===== src/logic/ctu_regs.svh =====
`ifndef CTU_REGS_SVH
`define CTU_REGS_SVH
`define CTU_IDX_CTRL 8'h17
`define CTU_IDX_PERIOD 8'h19
`define CTU_IDX_PWIDTH 8'h1B
`define CTU_IDX_IRQ_STAT 8'h20
`define CTU_IDX_IRQ_MASK 8'h21
`define CTU_IDX_TAP 8'h22
`define CTU_RST_CTRL 8'h00
`define CTU_RST_PERIOD 8'hFF
`define CTU_RST_PWIDTH 8'hFF
`define CTU_FF_BIT 7
`define CTU_CK_MSB 6
`define CTU_CK_LSB 4
`define CTU_RUN_BIT 3
`define CTU_MODE_MSB 2
`define CTU_MODE_LSB 0
`endif


===== src/logic/ctu_pkg.sv =====
`default_nettype none
package ctu_pkg;
	typedef enum logic [2:0] {
		CTU_M_TIMER8, CTU_M_PDO8, CTU_M_PWM8, CTU_M_RSVD,
		CTU_M_TIMER16, CTU_M_WARMUP, CTU_M_PWM16, CTU_M_PPG16
	} ctu_mode_e;
	typedef struct packed {
		logic ff_init;
		logic [2:0] clk_sel;
		logic run;
		logic [2:0] mode;
	} ctu_ctrl_s;
	typedef struct packed {
		logic div2;
		logic div8;
		logic div32;
		logic div128;
		logic div2048;
		logic low;
		logic low_div8;
	} ctu_ticks_s;
endpackage
`default_nettype wire


===== src/logic/ctu_upper_timer.sv =====
// Function
// One control register plus 8-bit period and pulse-width compare registers.
// Software leaves period compare alone while the timer runs.
// Pulse-width compare rewritable while running only in PWM modes.
// Flip-flop control bit written 0 clears, 1 sets the output flip-flop.
// Clock select picks count source from prescaler taps or low clock.
// Run bit 0 stops and clears counter; 1 starts counting.
// Mode 101 warm-up, 110 16-bit PWM, 111 16-bit pulse generation.
// Software keeps mode, clock and flip-flop fields while running or stopping.
// Start write may load new mode, clock and flip-flop values.
// Modes 1xx count lower timer overflow, ignore own clock select.
// Software sets lower mode 011 for any cascaded mode.
// Lower clock select drives pair; upper run and flip-flop govern pair.
// Undivided high clock only used in 8-bit PWM mode; code selects it on clock select 6 in any mode 0xx outside low-speed run mode.
// High-speed modes restrict usable sources per operating mode; code restricts only in low-speed run mode, to selects 0 and 4.
// Control layout: ff bit 7, clock 6:4, run 3, mode 2:0.
// Mode 000 timer, 001 divider, 010 PWM, 011 reserved, 100 16-bit.
//
// Our own choice: register access over APB.
`include "ctu_regs.svh"
`default_nettype none
module ctu_upper_timer
	import ctu_pkg::*;
(
	input wire logic core_clk,
	input wire logic reset,
	input wire logic psel,
	input wire logic penable,
	input wire logic pwrite,
	input wire logic [11:0] paddr,
	input wire logic [31:0] pwdata,
	output logic [31:0] prdata,
	output logic pready,
	output logic pslverr,
	input wire ctu_ticks_s ticks,
	input wire logic low_speed_run_mode,
	input wire logic lower_overflow,
	output logic upper_run,
	output logic [2:0] upper_mode_select,
	output logic upper_count_tick,
	output logic upper_output_flipflop,
	output logic [7:0] upper_period_compare,
	output logic [7:0] upper_pulse_width_compare,
	output logic irq
);
	ctu_ctrl_s ctrl_r, ctrl_nxt;
	logic [7:0] period_r, period_nxt, pwidth_r, pwidth_nxt;
	logic ff_r, ff_nxt;
	logic tick_r, tick_nxt;
	logic [2:0] stat_r, stat_nxt;
	logic [2:0] mask_r, mask_nxt;
	logic tap_r, tap_nxt;
	logic [31:0] rdata_r, rdata_nxt;
	logic slverr_r, slverr_nxt;
	logic wr, rd, hit, src;
	logic [9:0] idx;
	logic wr_ctrl, wr_period, wr_pwidth, pwm_mode;
	ctu_ctrl_s wctl;

	assign pready = 1'b1;
	assign pslverr = psel & penable & slverr_r;
	assign prdata = rdata_r;
	assign idx = paddr[11:2];
	assign wr = psel & penable & pwrite;
	assign rd = psel & ~penable & ~pwrite;
	assign wctl = ctu_ctrl_s'(pwdata[7:0]);
	assign wr_ctrl = wr && idx == 10'(`CTU_IDX_CTRL);
	assign wr_period = wr && idx == 10'(`CTU_IDX_PERIOD);
	assign wr_pwidth = wr && idx == 10'(`CTU_IDX_PWIDTH);
	assign pwm_mode = ctrl_r.mode == CTU_M_PWM8 || ctrl_r.mode == CTU_M_PWM16;

	// Count source selection
	always_comb begin
		if (ctrl_r.mode[2]) begin
			src = lower_overflow;
		end else if (low_speed_run_mode) begin
			src = ctrl_r.clk_sel == 3'h0 ? ticks.low_div8 :
				ctrl_r.clk_sel == 3'h4 ? ticks.low : 1'b0;
		end else begin
			case (ctrl_r.clk_sel)
				3'h0: src = tap_r ? ticks.low_div8 : ticks.div2048;
				3'h1: src = ticks.div128;
				3'h2: src = ticks.div32;
				3'h3: src = ticks.div8;
				3'h4: src = ticks.low;
				3'h5: src = ticks.div2;
				3'h6: src = 1'b1;
				default: src = 1'b0;
			endcase
		end
	end

	always_comb begin
		ctrl_nxt = ctrl_r;
		period_nxt = period_r;
		pwidth_nxt = pwidth_r;
		ff_nxt = ff_r;
		tap_nxt = tap_r;
		mask_nxt = mask_r;
		tick_nxt = ctrl_r.run & src;
		if (wr_ctrl) begin
			if (!ctrl_r.run) begin
				ctrl_nxt = wctl;
				ff_nxt = wctl.ff_init;
			end else begin
				ctrl_nxt.run = wctl.run;
			end
			if (!wctl.run) begin
				tick_nxt = 1'b0;
			end
		end
		if (wr_period) begin
			period_nxt = pwdata[7:0];
		end
		if (wr_pwidth) begin
			pwidth_nxt = pwdata[7:0];
		end
		if (wr && idx == 10'(`CTU_IDX_IRQ_MASK)) begin
			mask_nxt = pwdata[2:0];
		end
		if (wr && idx == 10'(`CTU_IDX_TAP)) begin
			tap_nxt = pwdata[0];
		end
	end

	// Sticky events: start, stop, running pwidth update in PWM modes; read clears, set wins
	always_comb begin
		stat_nxt = stat_r;
		if (rd && idx == 10'(`CTU_IDX_IRQ_STAT)) begin
			stat_nxt = 3'h0;
		end
		if (wr_ctrl && !ctrl_r.run && wctl.run) begin
			stat_nxt[0] = 1'b1;
		end
		if (wr_ctrl && ctrl_r.run && !wctl.run) begin
			stat_nxt[1] = 1'b1;
		end
		if (wr_pwidth && ctrl_r.run && pwm_mode) begin
			stat_nxt[2] = 1'b1;
		end
	end

	always_comb begin
		rdata_nxt = rdata_r;
		slverr_nxt = 1'b0;
		hit = 1'b1;
		if (psel && !penable) begin
			rdata_nxt = 32'h0;
			if (idx == 10'(`CTU_IDX_CTRL)) begin
				rdata_nxt[7:0] = ctrl_r;
			end else if (idx == 10'(`CTU_IDX_PERIOD)) begin
				rdata_nxt[7:0] = period_r;
			end else if (idx == 10'(`CTU_IDX_PWIDTH)) begin
				rdata_nxt[7:0] = pwidth_r;
			end else if (idx == 10'(`CTU_IDX_IRQ_STAT)) begin
				rdata_nxt[2:0] = stat_r;
			end else if (idx == 10'(`CTU_IDX_IRQ_MASK)) begin
				rdata_nxt[2:0] = mask_r;
			end else if (idx == 10'(`CTU_IDX_TAP)) begin
				rdata_nxt[0] = tap_r;
			end else begin
				hit = 1'b0;
			end
			slverr_nxt = ~hit;
		end else begin
			slverr_nxt = slverr_r;
		end
	end

	always_ff @(posedge core_clk) begin
		if (reset) begin
			ctrl_r <= ctu_ctrl_s'(`CTU_RST_CTRL);
			period_r <= `CTU_RST_PERIOD;
			pwidth_r <= `CTU_RST_PWIDTH;
			ff_r <= 1'b0;
			tick_r <= 1'b0;
			stat_r <= 3'h0;
			mask_r <= 3'h0;
			tap_r <= 1'b0;
			rdata_r <= 32'h0;
			slverr_r <= 1'b0;
		end else begin
			ctrl_r <= ctrl_nxt;
			period_r <= period_nxt;
			pwidth_r <= pwidth_nxt;
			ff_r <= ff_nxt;
			tick_r <= tick_nxt;
			stat_r <= stat_nxt;
			mask_r <= mask_nxt;
			tap_r <= tap_nxt;
			rdata_r <= rdata_nxt;
			slverr_r <= slverr_nxt;
		end
	end

	assign upper_run = ctrl_r.run;
	assign upper_mode_select = ctrl_r.mode;
	assign upper_count_tick = tick_r;
	assign upper_output_flipflop = ff_r;
	assign upper_period_compare = period_r;
	assign upper_pulse_width_compare = pwidth_r;
	assign irq = |(stat_r & mask_r);
endmodule
`default_nettype wire


===== config.mk =====
export PLATFORM = sky130hd
export DESIGN_NAME = ctu_upper_timer
export DESIGN_NICKNAME = d
export VERILOG_FILES = /design/src/logic/ctu_pkg.sv /design/src/logic/ctu_upper_timer.sv
export VERILOG_INCLUDE_DIRS = /design/src /design/src/logic
export SDC_FILE = /design/constraint.sdc
export NUM_CORES = 1
export LEC_CHECK = 0
export BUFFER_PORTS_ARGS = -buffer_cell sky130_fd_sc_hd__buf_2
export CAP_MARGIN = 30
export CORE_ASPECT_RATIO = 2
export CORE_UTILIZATION = 43
export CTS_BUF_LIST = sky130_fd_sc_hd__clkbuf_2 sky130_fd_sc_hd__clkbuf_4 sky130_fd_sc_hd__clkbuf_8
export CTS_CLUSTER_SIZE = 16
export DETAILED_ROUTE_END_ITERATION = 16
export PLACE_DENSITY = 0.78
export SLEW_MARGIN = 20
export SYNTH_ARGS = -nofsm -noshare
export SYNTH_HDL_FRONTEND = slang
export SYNTH_SLANG_ARGS = --single-unit

===== constraint.sdc =====
create_clock -name core_clk -period 1.7 [get_ports core_clk]
set_clock_uncertainty 0.05 [all_clocks]
set_input_delay 0.085 -clock core_clk [delete_from_list [all_inputs] [get_ports core_clk]]
set_output_delay 0.085 -clock core_clk [all_outputs]
set_load 0.1 [all_outputs]

==> flow_metrics.tcl <==
set metrics [dict create \
    grt_setup_unrepaired "false" \
    rows 37 \
    track_usage 0.225 \
    drv_cap 0 \
    start_util 0.453 \
    clockBufferDepth 2 \
    endpoint_kind "output port" \
    area_growth_pct 21.8 \
    ys_seq_area_frac 0.346 \
    yosysWarnings 0 \
    postCtsResizedCells 0 \
    ys_seq_elements 41 \
    viasPerCell 5.55 \
    clock-sinks 41 \
    slowest_delay_ps 340 \
    synth_enable_flop_cells 0 \
    finalNonFillerCells 403 \
    finalHoldViolations 0 \
    cts_buffers 5 \
    grt_overflow 0 \
    setup_viol 0 \
    setup_ws_ps 249 \
    crit_family "buffers and inverters" \
    slew_headroom 0.666 \
    ir_drop_v 0.000669 \
    h-tree-depth 2 \
    grt_max_degree 29 \
    post-place-ws_ps -49.2 \
    worstHoldPathType "primary input to register" \
    wire_per_inst_um 14.8 \
    grt_antenna_before_repair 0 \
    insertion_delay_ps 300 \
    grt_pass1_vias 2045 \
    dieArea_um2 5830 \
    clockRootBuffer "clkbuf_8" \
    cp_slowest_cell "a222oi_1" \
    ios 115 \
    crit_required_ps 1560 \
    period_share 0.854 \
    routed_wl_um 5960 \
    antenna_cells 0 \
    fillers 513 \
    final_cell_mix "buf_2, dfxtp_1, conb_1" \
    clock.fmax_ghz 0.689 \
    nets 402 \
    die_width_um 54.5 \
    hpwl_um 4650 \
    syn_area_um2 2370 \
    coreArea_um2 5230 \
    total_power_w 0.00235 \
    period_minus_slack_ps 1450 \
    synthFlopType "dfxtp_1" \
    crit_chain "a222oi_1 > inv_1 > buf_2" \
    crit_type "register to output port" \
    status "finished, final reports clean" \
    synthDistinctLibCells 46 \
    cellLeakagePower_nw 1.31 \
    grt_first_pass_wirelength_um 9570 \
    dieHeight_um 107 \
    power_density_nw_per_um2 812 \
    synth_area_per_cell_um2 8.69 \
    cts_tree "done" \
    dp.cells 391 \
    drive_gt1_frac 0.293 \
    drc_errors 0 \
    crit_fanout 3 \
    path_clk_slew_ps 80 \
    maxSlewViolCount 0 \
    final_common_cell "buf_2" \
    cp_num_buf_inv 2 \
    drt_iter0_drc 93 \
    worstPathArrival_ps 1320 \
    worst-slew-pin-transition_ps 501 \
    io_buffers 63 \
    synthArstFlopShare 0 \
    crit_path_start_kind "register" \
    drtPass1Iterations 5 \
    via_count 2237 \
    synth_cells 273 \
    place_congestion 0.967 \
    antenna_left 0 \
]
[per-layer routing]
layer	track usage	share of wire
met1	0.260	0.38
met2	0.369	0.52
met3	0.0355	0.057
met4	0.130	0.040
met5	0	0
[repair_timing]
| item | CTS | global route |
|---|---|---|
| setup buffers | 0 | 0 |
| hold endpoints to repair | 5 | 0 |
| setup endpoints to repair | 0 | 0 |
| hold buffers | 4 | 0 |
[synthesized netlist by cell type (all sizes together), types with 2 or more instances]
| cell | number | area (um2) |
|---|---|---|
| or4b | 2 | 20.0 |
| nor4b | 2 | 17.5 |
| nand2 | 16 | 62.6 |
| buf | 35 | 260 |
| a31o | 2 | 17.5 |
| a21oi | 16 | 80.1 |
| nor4 | 5 | 67.6 |
| clkbuf | 9 | 33.8 |
| o21ai | 7 | 35.0 |
| or4 | 2 | 15.0 |
| and3 | 15 | 93.8 |
| nor3 | 8 | 40.0 |
| a22oi | 2 | 15.0 |
| conb | 2 | 7.51 |
| or3b | 3 | 26.3 |
| o22ai | 2 | 12.5 |
| dfxtp | 41 | 821 |
| nand2b | 2 | 12.5 |
| a211o | 19 | 166 |
| nand3b | 2 | 15.0 |
| nor3b | 2 | 15.0 |
| mux2i | 21 | 210 |
| nor2b | 11 | 68.8 |
| nand4 | 4 | 25.0 |
| inv | 4 | 15.0 |
| o211ai | 2 | 15.0 |
| nor2 | 22 | 82.6 |
| nand3 | 3 | 15.0 |
| and4b | 2 | 20.0 |
[final cells by class]
| cell class | instances | area, um2 | share of cell area |
|---|---|---|---|
| Clock buffer | 5 | 68.8 | 0.0238 |
| Clock inverter | 3 | 68.8 | 0.0238 |
| Inverter | 4 | 15.0 | 0.00520 |
| Multi-Input combinational cell | 207 | 1340 | 0.463 |
| Sequential cell | 41 | 823 | 0.285 |
| Tap cell | 58 | 72.6 | 0.0251 |
| Timing Repair Buffer | 85 | 503 | 0.174 |
[stage by stage]
step                      setup TNS [ps]  area, um2  hold slack (ps)   util
after global routing                   0       2890             9.43  0.552
after global placement             -14.5       2710              269  0.518
after floorplan                        0       2480              153      -
after CTS                              0       2890             5.96  0.552
after detailed placement            -193       2710              273  0.518
final                                  0       2890             8.48  0.552
[power breakdown]
group	leakage, nW	switching [W]	total, W	internal, W
Sequential	0.331	0.000000867	0.000962	0.000961
Clock	0.0687	0.000362	0.000953	0.000591
Combinational	0.906	0.000350	0.000431	0.0000811
Total	1.31	0.000712	0.00235	0.00163
[registers in the layout (all words and copies together) (netlist names)]
register / flops
ctrl_r: 3
mask_r: 3
prdata: 8
slverr_r: 1
stat_r: 3
tap_r: 1
upper_count_tick: 1
upper_mode_select: 3
upper_output_flipflop: 1
upper_period_compare: 8
upper_pulse_width_compare: 8
upper_run: 1
[kinds of logic after synthesis]
group / synth area share
compound gates: 0.167
buf+inv: 0.130
flops: 0.346
mux: 0.0887
other cells: 0.00317
simple gates: 0.264
[worst paths after layout]
check	start	to	slack [ps]	cells after the start
max reg2reg	upper_run$_SDFFE_PP0N_	upper_mode_select[2]$_SDFFE_PP0N_	340	5
max	mask_r[0]$_SDFFE_PP0P_	irq	250	3
min reg2reg	prdata[5]$_SDFFE_PP0P_	prdata[5]$_SDFFE_PP0P_	400	2
min	pwdata[2]	upper_period_compare[2]$_SDFFE_PP1P_	8	2
(Power assumes the default switching activity.)
